==> src/rtl/smao_pkg.sv <==
// Purpose: Shared constants, types and tables for the audio output stage
// Assumes: 8-bit register address, 16-bit register data
// Notes: Weight and volume tables are pure functions of the ratio code
package smao_pkg;

  localparam int SMAO_AW = 8;
  localparam int SMAO_DW = 16;

  // Register offsets
  localparam logic [7:0] SMAO_OFS_CTRL = 8'h00;
  localparam logic [7:0] SMAO_OFS_SPEECH1 = 8'h01;
  localparam logic [7:0] SMAO_OFS_MEL1 = 8'h05;
  localparam logic [7:0] SMAO_OFS_MEL2 = 8'h06;
  localparam logic [7:0] SMAO_OFS_RELOAD1 = 8'h08;
  localparam logic [7:0] SMAO_OFS_TMR_EN = 8'h0c;
  localparam logic [7:0] SMAO_OFS_OVF = 8'h0d;
  localparam logic [7:0] SMAO_OFS_STATUS = 8'h0e;

  // Reset values
  localparam logic [8:0] SMAO_CTRL_RST = 9'h000;
  localparam logic [7:0] SMAO_SAMPLE_RST = 8'h00;
  localparam logic [7:0] SMAO_RELOAD_RST = 8'h00;
  localparam logic [3:0] SMAO_TMR_EN_RST = 4'h0;

  // Duty is the weighted, scaled mix shifted down by this amount
  localparam int SMAO_DUTY_SHIFT = 9;

  typedef struct packed {
    logic dac2_transparent;
    logic dac1_transparent;
    logic melody_two_enable;
    logic melody_one_enable;
    logic path_dac;
    logic [3:0] pwm_ratio_code;
  } smao_ctrl_t;

  // Channel weights, zero marks an unavailable channel
  typedef struct packed {
    logic [4:0] m1;
    logic [4:0] m2;
    logic [4:0] s1;
    logic [4:0] s2;
    logic [4:0] s3;
    logic [4:0] s4;
  } smao_weights_t;

  function automatic smao_weights_t smao_weights(input logic [3:0] code);
    smao_weights_t w;
    w = '0;
    unique case (code)
      4'h0: w = '{5'd1, 5'd1, 5'd4, 5'd4, 5'd4, 5'd0};
      4'h1: w = '{5'd1, 5'd1, 5'd4, 5'd4, 5'd2, 5'd2};
      4'h2: w = '{5'd6, 5'd2, 5'd0, 5'd0, 5'd0, 5'd0};
      4'h3: w = '{5'd4, 5'd4, 5'd0, 5'd0, 5'd0, 5'd0};
      4'h4: w = '{5'd0, 5'd0, 5'd6, 5'd6, 5'd4, 5'd0};
      4'h5: w = '{5'd2, 5'd2, 5'd8, 5'd0, 5'd0, 5'd0};
      4'h6: w = '{5'd2, 5'd2, 5'd4, 5'd4, 5'd0, 5'd0};
      4'h7: w = '{5'd2, 5'd1, 5'd10, 5'd0, 5'd0, 5'd0};
      4'h8: w = '{5'd2, 5'd1, 5'd6, 5'd4, 5'd0, 5'd0};
      4'h9: w = '{5'd1, 5'd1, 5'd12, 5'd0, 5'd0, 5'd0};
      4'ha: w = '{5'd0, 5'd0, 5'd4, 5'd4, 5'd4, 5'd4};
      4'hb: w = '{5'd1, 5'd1, 5'd6, 5'd6, 5'd0, 5'd0};
      4'hc: w = '{5'd0, 5'd0, 5'd8, 5'd8, 5'd0, 5'd0};
      4'hd: w = '{5'd0, 5'd0, 5'd14, 5'd2, 5'd0, 5'd0};
      4'he: w = '{5'd0, 5'd0, 5'd12, 5'd2, 5'd2, 5'd0};
      4'hf: w = '{5'd0, 5'd0, 5'd16, 5'd0, 5'd0, 5'd0};
    endcase
    return w;
  endfunction : smao_weights

  // Volume numerator over 28
  function automatic logic [4:0] smao_vol_num(input logic [3:0] code);
    logic [4:0] n;
    n = '0;
    unique case (code)
      4'hf, 4'he: n = 5'd0;
      4'hd: n = 5'd1;
      4'hb: n = 5'd2;
      4'h9: n = 5'd3;
      4'h7: n = 5'd4;
      4'h5: n = 5'd5;
      4'h3: n = 5'd6;
      4'h1: n = 5'd7;
      4'hc: n = 5'd4;
      4'ha: n = 5'd8;
      4'h8: n = 5'd12;
      4'h6: n = 5'd16;
      4'h4: n = 5'd20;
      4'h2: n = 5'd24;
      4'h0: n = 5'd28;
    endcase
    return n;
  endfunction : smao_vol_num

endpackage : smao_pkg

==> src/rtl/smao_speech_timer.sv <==
// Purpose: 8-bit up-count speech timer with auto-reload
// Assumes: Reload value preset by software
// Notes: Overflow is a one-cycle pulse
`timescale 1ns/10ps
module smao_speech_timer
  import smao_pkg::*;
(
  input wire logic ref_clk,
  input wire logic rst,
  input wire logic ce,
  input wire logic enable,
  input wire logic [7:0] speech_timer_reload_value,
  output logic overflow
);

  logic [7:0] count_reg;
  logic ovf_reg;
  wire logic wrap = enable && (count_reg == 8'hff);

  always_ff @(posedge ref_clk) begin
    if (rst) begin
      count_reg <= SMAO_RELOAD_RST;
      ovf_reg <= 1'b0;
    end else if (ce) begin
      ovf_reg <= wrap;
      if (wrap) begin
        count_reg <= speech_timer_reload_value;
      end else if (enable) begin
        count_reg <= count_reg + 8'h01;
      end
    end
  end

  assign overflow = ovf_reg && ce;
endmodule : smao_speech_timer

==> src/rtl/smao_dac_latch.sv <==
// Purpose: Two-layer DAC sample latch
// Assumes: CPU writes the first layer
// Notes: Second layer moves on timer overflow or follows writes
`timescale 1ns/10ps
module smao_dac_latch
  import smao_pkg::*;
(
  input wire logic ref_clk,
  input wire logic rst,
  input wire logic ce,
  input wire logic wr,
  input wire logic [7:0] wdata,
  input wire logic transparent,
  input wire logic advance,
  output logic [7:0] dac_code
);

  logic [7:0] first_reg;
  logic [7:0] second_reg;

  always_ff @(posedge ref_clk) begin
    if (rst) begin
      first_reg <= SMAO_SAMPLE_RST;
      second_reg <= SMAO_SAMPLE_RST;
    end else if (ce) begin
      if (wr) begin
        first_reg <= wdata;
      end
      if (transparent && wr) begin
        second_reg <= wdata;
      end else if (transparent || advance) begin
        second_reg <= first_reg;
      end
    end
  end

  assign dac_code = second_reg;
endmodule : smao_dac_latch

==> src/rtl/smao_audio_out.sv <==
// Purpose: Speech/melody audio output stage with PWM and DAC paths
// Assumes: Plain register port, read data one cycle after read strobe
// Notes: PWM and DAC outputs rest low while their path is not selected
//
// The implementer's own choices: the strobed register port and the placing of the registers.
`timescale 1ns/10ps

module smao_audio_out
  import smao_pkg::*;
#(
  parameter int NUM_SPEECH = 4
)(
  input wire logic ref_clk,
  input wire logic rst,
  input wire logic ce,
  input wire logic [SMAO_AW-1:0] reg_addr,
  input wire logic [SMAO_DW-1:0] reg_wdata,
  input wire logic reg_wr,
  input wire logic reg_rd,
  output logic [SMAO_DW-1:0] reg_rdata,
  output logic audio_out_one,
  output logic audio_out_two,
  output logic [8:0] audio_pad_one,
  output logic [8:0] audio_pad_two
);

  smao_ctrl_t ctrl_reg;
  logic [7:0] speech_reg [NUM_SPEECH];
  logic [7:0] mel1_reg;
  logic [7:0] mel2_reg;
  logic [7:0] reload_reg [NUM_SPEECH];
  logic [NUM_SPEECH-1:0] tmr_en_reg;
  logic [NUM_SPEECH-1:0] speech_timer_overflow_flag;
  logic [NUM_SPEECH-1:0] ovf_pulse;
  logic [NUM_SPEECH-1:0] speech_wr;
  logic [NUM_SPEECH-1:0] reload_wr;
  logic [SMAO_DW-1:0] rdata_reg;
  logic [SMAO_DW-1:0] rdata_next;
  logic [7:0] pwm_cnt_reg;
  logic pwm_one_reg;
  logic pwm_two_reg;
  logic [8:0] pad_one_reg;
  logic [8:0] pad_two_reg;
  logic [7:0] dac_code_one;
  logic [7:0] dac_code_two;

  // Register decode
  wire logic ctrl_wr = reg_wr && (reg_addr == SMAO_OFS_CTRL);
  wire logic mel1_wr = reg_wr && (reg_addr == SMAO_OFS_MEL1);
  wire logic mel2_wr = reg_wr && (reg_addr == SMAO_OFS_MEL2);
  wire logic tmr_en_wr = reg_wr && (reg_addr == SMAO_OFS_TMR_EN);
  wire logic ovf_clr_wr = reg_wr && (reg_addr == SMAO_OFS_OVF);

  // Mode decode
  wire logic [3:0] pwm_ratio_code = ctrl_reg.pwm_ratio_code;
  wire logic path_dac = ctrl_reg.path_dac;
  wire logic melody_one_enable = ctrl_reg.melody_one_enable;
  wire logic melody_two_enable = ctrl_reg.melody_two_enable;
  wire logic silent = (pwm_ratio_code == 4'hf) || (pwm_ratio_code == 4'he);
  wire smao_weights_t wts = smao_weights(pwm_ratio_code);
  wire logic [4:0] vol_num = smao_vol_num(pwm_ratio_code);

  // Melody gating
  wire logic [7:0] mel1_eff = melody_one_enable ? mel1_reg : 8'h00;
  wire logic [7:0] mel2_eff = melody_two_enable ? mel2_reg : 8'h00;

  // Weighted mixes, one per output
  // Operands widened first so the products keep their upper bits
  wire logic [12:0] mix_one = 13'(wts.m1) * 13'(mel1_eff)
                            + 13'(wts.s1) * 13'(speech_reg[0])
                            + 13'(wts.s3) * 13'(speech_reg[2]);
  wire logic [12:0] mix_two = 13'(wts.m2) * 13'(mel2_eff)
                            + 13'(wts.s2) * 13'(speech_reg[1])
                            + 13'(wts.s4) * 13'(speech_reg[3]);
  wire logic [17:0] scaled_one = 18'(mix_one) * 18'(vol_num);
  wire logic [17:0] scaled_two = 18'(mix_two) * 18'(vol_num);
  wire logic [7:0] duty_one = scaled_one[SMAO_DUTY_SHIFT +: 8];
  wire logic [7:0] duty_two = scaled_two[SMAO_DUTY_SHIFT +: 8];

  // DAC sums
  wire logic [8:0] dac_sum_one = {1'b0, dac_code_one} + {1'b0, mel1_eff};
  wire logic [8:0] dac_sum_two = {1'b0, dac_code_two} + {1'b0, mel2_eff};

  genvar gi;
  generate
    for (gi = 0; gi < NUM_SPEECH; gi++) begin : g_ch
      assign speech_wr[gi] = reg_wr && (reg_addr == SMAO_OFS_SPEECH1 + 8'(gi));
      assign reload_wr[gi] = reg_wr && (reg_addr == SMAO_OFS_RELOAD1 + 8'(gi));

      always_ff @(posedge ref_clk) begin
        if (rst) begin
          speech_reg[gi] <= SMAO_SAMPLE_RST;
          reload_reg[gi] <= SMAO_RELOAD_RST;
          speech_timer_overflow_flag[gi] <= 1'b0;
        end else if (ce) begin
          if (speech_wr[gi]) begin
            speech_reg[gi] <= reg_wdata[7:0];
          end
          if (reload_wr[gi]) begin
            reload_reg[gi] <= reg_wdata[7:0];
          end
          // Set beats write-one-to-clear
          if (ovf_pulse[gi]) begin
            speech_timer_overflow_flag[gi] <= 1'b1;
          end else if (ovf_clr_wr && reg_wdata[gi]) begin
            speech_timer_overflow_flag[gi] <= 1'b0;
          end
        end
      end

      smao_speech_timer u_tmr (
        .ref_clk(ref_clk),
        .rst(rst),
        .ce(ce),
        .enable(tmr_en_reg[gi]),
        .speech_timer_reload_value(reload_reg[gi]),
        .overflow(ovf_pulse[gi])
      );
    end
  endgenerate

  // DAC latches fed from speech 1 and 2 writes
  smao_dac_latch u_dac_one (
    .ref_clk(ref_clk),
    .rst(rst),
    .ce(ce),
    .wr(speech_wr[0]),
    .wdata(reg_wdata[7:0]),
    .transparent(ctrl_reg.dac1_transparent),
    .advance(ovf_pulse[0]),
    .dac_code(dac_code_one)
  );

  smao_dac_latch u_dac_two (
    .ref_clk(ref_clk),
    .rst(rst),
    .ce(ce),
    .wr(speech_wr[1]),
    .wdata(reg_wdata[7:0]),
    .transparent(ctrl_reg.dac2_transparent),
    .advance(ovf_pulse[1]),
    .dac_code(dac_code_two)
  );

  // Control registers
  always_ff @(posedge ref_clk) begin
    if (rst) begin
      ctrl_reg <= SMAO_CTRL_RST;
      mel1_reg <= SMAO_SAMPLE_RST;
      mel2_reg <= SMAO_SAMPLE_RST;
      tmr_en_reg <= SMAO_TMR_EN_RST;
    end else if (ce) begin
      if (ctrl_wr) begin
        ctrl_reg <= smao_ctrl_t'(reg_wdata[8:0]);
      end
      if (mel1_wr) begin
        mel1_reg <= reg_wdata[7:0];
      end
      if (mel2_wr) begin
        mel2_reg <= reg_wdata[7:0];
      end
      if (tmr_en_wr) begin
        tmr_en_reg <= reg_wdata[NUM_SPEECH-1:0];
      end
    end
  end

  // Read mux; unmapped reads return zero
  always_comb begin
    rdata_next = '0;
    if (reg_addr == SMAO_OFS_CTRL) begin
      rdata_next = SMAO_DW'(ctrl_reg);
    end else if (reg_addr == SMAO_OFS_MEL1) begin
      rdata_next = SMAO_DW'(mel1_reg);
    end else if (reg_addr == SMAO_OFS_MEL2) begin
      rdata_next = SMAO_DW'(mel2_reg);
    end else if (reg_addr == SMAO_OFS_TMR_EN) begin
      rdata_next = SMAO_DW'(tmr_en_reg);
    end else if (reg_addr == SMAO_OFS_OVF) begin
      rdata_next = SMAO_DW'(speech_timer_overflow_flag);
    end else if (reg_addr == SMAO_OFS_STATUS) begin
      rdata_next = {dac_code_two, dac_code_one};
    end else begin
      for (int i = 0; i < NUM_SPEECH; i++) begin
        if (reg_addr == SMAO_OFS_SPEECH1 + 8'(i)) begin
          rdata_next = SMAO_DW'(speech_reg[i]);
        end
        if (reg_addr == SMAO_OFS_RELOAD1 + 8'(i)) begin
          rdata_next = SMAO_DW'(reload_reg[i]);
        end
      end
    end
  end

  // Read data stands only in the cycle after the strobe
  always_ff @(posedge ref_clk) begin
    if (rst) begin
      rdata_reg <= '0;
    end else if (ce) begin
      rdata_reg <= reg_rd ? rdata_next : '0;
    end
  end

  assign reg_rdata = rdata_reg;

  // PWM generation
  always_ff @(posedge ref_clk) begin
    if (rst) begin
      pwm_cnt_reg <= 8'h00;
      pwm_one_reg <= 1'b0;
      pwm_two_reg <= 1'b0;
    end else if (ce) begin
      pwm_cnt_reg <= pwm_cnt_reg + 8'h01;
      pwm_one_reg <= !path_dac && !silent && (pwm_cnt_reg < duty_one);
      pwm_two_reg <= !path_dac && !silent && (pwm_cnt_reg < duty_two);
    end
  end

  // DAC outputs
  always_ff @(posedge ref_clk) begin
    if (rst) begin
      pad_one_reg <= 9'h000;
      pad_two_reg <= 9'h000;
    end else if (ce) begin
      pad_one_reg <= path_dac ? dac_sum_one : 9'h000;
      pad_two_reg <= path_dac ? dac_sum_two : 9'h000;
    end
  end

  assign audio_out_one = pwm_one_reg;
  assign audio_out_two = pwm_two_reg;
  assign audio_pad_one = pad_one_reg;
  assign audio_pad_two = pad_two_reg;
endmodule : smao_audio_out

==> config.mk <==
export PLATFORM = sky130hd
export DESIGN_NAME = smao_audio_out
export DESIGN_NICKNAME = d
export VERILOG_FILES = /design/src/rtl/smao_pkg.sv /design/src/rtl/smao_speech_timer.sv /design/src/rtl/smao_dac_latch.sv /design/src/rtl/smao_audio_out.sv
export SDC_FILE = /design/constraint.sdc
export NUM_CORES = 1
export LEC_CHECK = 0
export BUFFER_PORTS_ARGS = -buffer_cell sky130_fd_sc_hd__buf_2
export CAP_MARGIN = 25
export CORE_MARGIN = 2
export CORE_UTILIZATION = 30
export DETAILED_ROUTE_END_ITERATION = 7
export PLACE_DENSITY_LB_ADDON = 0.08
export SLEW_MARGIN = 20
export SYNTH_ARGS = -nofsm -noshare
export SYNTH_HDL_FRONTEND = slang
export SYNTH_SLANG_ARGS = --single-unit
==> constraint.sdc <==
create_clock -name ref_clk -period 16.35 [get_ports ref_clk]
set_input_delay 2.4525 -clock ref_clk [delete_from_list [all_inputs] [get_ports ref_clk]]
set_output_delay 2.4525 -clock ref_clk [all_outputs]
set_load 0.05 [all_outputs]
======== Word-level counts from Yosys, hierarchy flattened ========
Memories as Yosys holds them, arrays and structs flattened. A register that Yosys moved wholly into a read port is not among the register bits.
Cells that the tools add are included.
word-level totals
  flip-flop bits (word level) ............. 145
  RAM bits ................................ 64
  bits in read-only memories .............. 352
  word-level logic and storage cells ...... 230
  memories kept ........................... 4
memory list
  memory           words  bits a word  rd ports  clocked after Yosys merged registers in  write ports  RTL line              RTL
  (no name shown)  16     17           1         1                                        0            smao_pkg.sv:50        unique case (code)
  (no name shown)  16     5            1         1                                        0            smao_pkg.sv:75        unique case (code)
  reload_reg       4      8            4         0                                        4            smao_audio_out.sv:31  logic [7:0] reload_reg [NUM_SPEECH];
  speech_reg       4      8            4         0                                        4            smao_audio_out.sv:28  logic [7:0] speech_reg [NUM_SPEECH];
operators by class
  add/subtract/negate cells ............... 11
  multiply operators ...................... 8
  magnitude comparators ................... 2
  equal/unequal tests ..................... 19
  mux-type cells .......................... 85
  bitwise gates (word level) .............. 8
  reduce and logical (&&, ||, !) cells .... 62
operators with widths
  operator               count
  $mux W16               14
  $mux W8                23
  $mul A5 B8 Y13         6
  $eq A8 B4 Y1 const B   7
  $add A13 B13 Y13       4
  $mux W1                42
  $add A8 B1 Y8 const B  5
  $mul A13 B5 Y17        2
  $eq A8 B8 Y1 const B   4
  $reduce_and A2 Y1      16
  $logic_and A1 B1 Y1    30
  $eq A8 B3 Y1 const B   3
  $reduce_bool A2 Y1     10
  $add A8 B8 Y9          2
  $mux W9                2
  $eq A8 B2 Y1 const B   2
  $lt A8 B8 Y1           2
  $mux W4                4
  $eq A4 B4 Y1 const B   2
  $eq A8 B1 Y1 const B   1
  $logic_not A8 Y1       1
  $or A1 B1 Y1           8
  $logic_or A1 B1 Y1     3
  $logic_not A1 Y1       2

======== Depth between registers and ports, before layout ========
  word-level depth ........................ 16
  depth in mapped cells ................... 39
  gate-level depth less buffers ........... 39

======== Hierarchy ========
Synthesis repeated with hierarchy kept, for this count alone.
second synthesis, totals
  cells, all modules ...................... 2256
  area, all modules ....................... 20190.6 µm²
by module, submodules not included
  module             times used  cells each  area an instance (µm²)  sequential area each (µm²)
  smao_audio_out     1           1842        16772.3                 3903.7
  smao_speech_timer  4           62          515.5                   180.2
  smao_dac_latch     2           83          678.2                   320.3

======== Worst setup path before layout ========
No wires, ideal clock.
  path type ............................... flip-flop to flip-flop
  start ................................... memory speech_reg[0][5]
  end ..................................... register pwm_one_reg, in the netlist audio_out_one
  library setup time ...................... 64 ps
  arrival time ............................ 8917 ps
  data required time ...................... 16286 ps
  slack ................................... 7369 ps
  cell stages (with the launch flop) ...... 36
  cell sequence ........................... edfxtp_1 > and2_1 > fa_1 > fa_1 > inv_1 > fa_1 > fa_1 > inv_1 > fa_1 > inv_1 > fa_1 > inv_1 > ha_1 > o21a_1 > and2_1 > a21oi_1 > and2_1 > fa_1 > fa_1 > inv_1 > fa_1 > inv_1 > ha_1 > or3_1 > o21ai_0 > a31oi_1 > a41o_1 > or3_1 > nand2_1 > ha_1 > a21o_1 > a21o_1 > a211oi_1 > a22oi_1 > o2111a_1 > nor2_1
RTL lines
  what                  RTL line               RTL
  start, declared       smao_audio_out.sv:28
  end signal, assigned  smao_audio_out.sv:214  pwm_one_reg <= !path_dac && !silent && (pwm_cnt_reg < duty_one);
  end, declared         smao_audio_out.sv:40   logic pwm_one_reg;

==> impl_metrics.tcl <==
set metrics [dict create \
    met2_length_mm 26.6 \
    fin_area_um2 21500 \
    final_max_slew_viol_count 0 \
    grt_pass1_wl_mm 91.0 \
    finalNonFillerCells 3062 \
    ioPinCount 65 \
    grt_max_degree 67 \
    htree_levels 1 \
    postCtsSetupBuffers 0 \
    status "finished clean" \
    fin_nets 2556 \
    routed_wirelength_mm 58.7 \
    insertion_delay_ps 600 \
    ys_warn_count 0 \
    drive_above_1_share_pct 6.12 \
    route.detailed.drc 0 \
    timing.rr.start "speech_reg[0][2]$_SDFFCE_PN0P_" \
    worstPathArrival_ps 10190 \
    setup.worst_path.start "speech_reg[0][2]$_SDFFCE_PN0P_" \
    start_util_pct 30.2 \
    synth_edf_count 64 \
    rsz0062_at_grt "no" \
    final_common_cell "inv_1" \
    num_rows 93 \
    synth_area_um2 19400 \
    crit_top_cell "fa_1" \
    dp_cells 3009 \
    cp_max_fo 5 \
    critPathSlowestCell "fa_1" \
    worstMarginPinSlew_ps 1050 \
    clk_pin_slew_worst_paths_ps 70 \
    cp-end-kind "register" \
    power.leakage_nw 9.81 \
    final_cell_mix "244 x inv_1, 240 x and2_1, 187 x ha_1" \
    max_slew_margin_pct 29.5 \
    r2r_end "audio_out_one$_SDFFE_PP0P_" \
    crit_cells 36 \
    firstDrtPassIters 5 \
    criticalPathCategory "reg -> reg" \
    top_layer "met4" \
    grt_pass1_vias 15102 \
    gr-usage-all-layers_pct 17.5 \
    routedWlPerCell_um 19.2 \
    skew_ps 54.0 \
    hold_viol 0 \
    ctsHoldBuffers 0 \
    fp.coreArea_um2 64200 \
    fillers 6806 \
    ys_seq_area_share_pct 27.1 \
    place_ws_ps 6650 \
    clockRootBuffer "clkbuf_16" \
    max_cap_viol_count 0 \
    clock_sinks 231 \
    ys_types 72 \
    power_density_nw_per_um2 83.5 \
    fin_util_pct 33.4 \
    fp.dieH_um 258 \
    cts_buffers 28 \
    hold_class "reg -> reg" \
    report.final.setup_viol 0 \
    cts_tree "built" \
    fin_crit_ps 9690 \
    port-buffer-count 57 \
    synth_nets 2544 \
    antenna_found_initial 0 \
    synthCells 2173 \
    die_x_um 258 \
    critical-path-max-stage-delay_ps 550 \
    cts_buffer_depth 3 \
    dieArea_um2 66800 \
    cts_resized 0 \
    setup_slack_ps 6660 \
    wl_met1_mm 28.0 \
    endpoint "audio_out_one$_SDFFE_PP0P_" \
    n_antenna_cell 0 \
    synth_ff_type "dfxtp_1" \
    met3WireLength_mm 2.15 \
    timing.hold.ws_ps 454 \
    post-route-period-util_pct 59.3 \
    ir_drop_mv 0.0760 \
    required_ps 16860 \
    detail-route-antenna-nets 0 \
    p_total_mw 1.79 \
    postSynthAreaPerCell_um2 8.94 \
    crit_path_start_kind "register" \
    via_count 14926 \
    cp_num_buf_inv 6 \
    gr-total-overflow 0 \
    area_growth_pct 10.5 \
    fmax_mhz 103 \
    reg2regPathDepth 36 \
    fin_tns_setup_ps 0 \
    r2r_setup_slack_ps 6660 \
    via_per_inst 4.87 \
    synthArstFlopShare_pct 0 \
    post_dp_cell_area_um2 20500 \
    ys_ff_latch 231 \
    cp_top_family "adder cells" \
    place_hpwl_mm 46.0 \
    gp_congestion 0.830 \
    drtIter0Drc 913 \
]
==> kinds of logic (layout without fill, tap and decap cells) <==
logic type / count (synthesis) / after routing / share of synthesized area [%]
compound gates: 369 / 369 / 12.4
buf+inv: 331 / 365 / 6.61
simple gates: 794 / 794 / 20.7
flops: 231 / 231 / 27.1
mux: 62 / 62 / 3.21
xor+xnor: 44 / 44 / 1.98
fa+ha+maj: 342 / 342 / 28.0
==> how the worst min path moves through the flow <==
stage	slack, ps	start	depth (start not counted)	to
final	450	u_dac_two.first_reg[2]$_SDFFE_PP0P_	1	u_dac_two.first_reg[2]$_SDFFE_PP0P_
after global routing	470	u_dac_two.first_reg[5]$_SDFFE_PP0P_	1	u_dac_two.first_reg[5]$_SDFFE_PP0P_
after CTS	460	u_dac_two.first_reg[2]$_SDFFE_PP0P_	1	u_dac_two.first_reg[2]$_SDFFE_PP0P_
after detailed placement	440	u_dac_two.first_reg[2]$_SDFFE_PP0P_	1	u_dac_two.first_reg[2]$_SDFFE_PP0P_
after global placement	440	u_dac_two.first_reg[2]$_SDFFE_PP0P_	1	u_dac_two.first_reg[2]$_SDFFE_PP0P_
after floorplan	430	u_dac_two.first_reg[0]$_SDFFE_PP0P_	1	u_dac_two.first_reg[0]$_SDFFE_PP0P_
==> routing by layer <==
layer	GRT usage (%)	vias to the layer above
li1	-	7360
met1	24.2	7236
met2	28.7	245
met3	2.05	85
met4	5.38	0
met5	0	-
==> cell type report <==
| cell class | count | area (µm²) | share of cell area [%] |
|---|---|---|---|
| multi-input cells | 1611 | 12900 | 60.0 |
| flip-flops and latches | 231 | 5270 | 24.5 |
| well taps | 855 | 1070 | 4.98 |
| inverters | 247 | 932 | 4.34 |
| clock buffers | 34 | 753 | 3.51 |
| repair buffers | 66 | 355 | 1.65 |
| clock inverters | 18 | 219 | 1.02 |
==> Yosys cell counts (25+ instances only) <==
cell type  instances  share of area [%]
and2_1           240                7.7
fa_1             155                 16
a21oi_1          109                2.8
a22oi_1           36                1.4
inv_1            244                4.7
nor3_1            53                1.4
xnor2_1           31                1.4
a211oi_1          43                1.7
and3_1            38                1.2
nand4_1           25               0.80
ha_1             187                 12
edfxtp_1          64                9.9
clkbuf_1          71                1.4
nor2_1           176                3.4
o21ai_0           57                1.5
a21o_1            34                1.3
nand2_1          184                3.6
dfxtp_1          167                 17
mux2i_1           59                3.0
==> where the power goes <==
part,internal [mW],total [mW],switching (mW)
registers,0.599,0.614,0.0154
clock network,0.392,0.669,0.277
logic,0.220,0.509,0.289
total,1.21,1.79,0.581
Note: power is estimated with default switching activity, not from simulation.
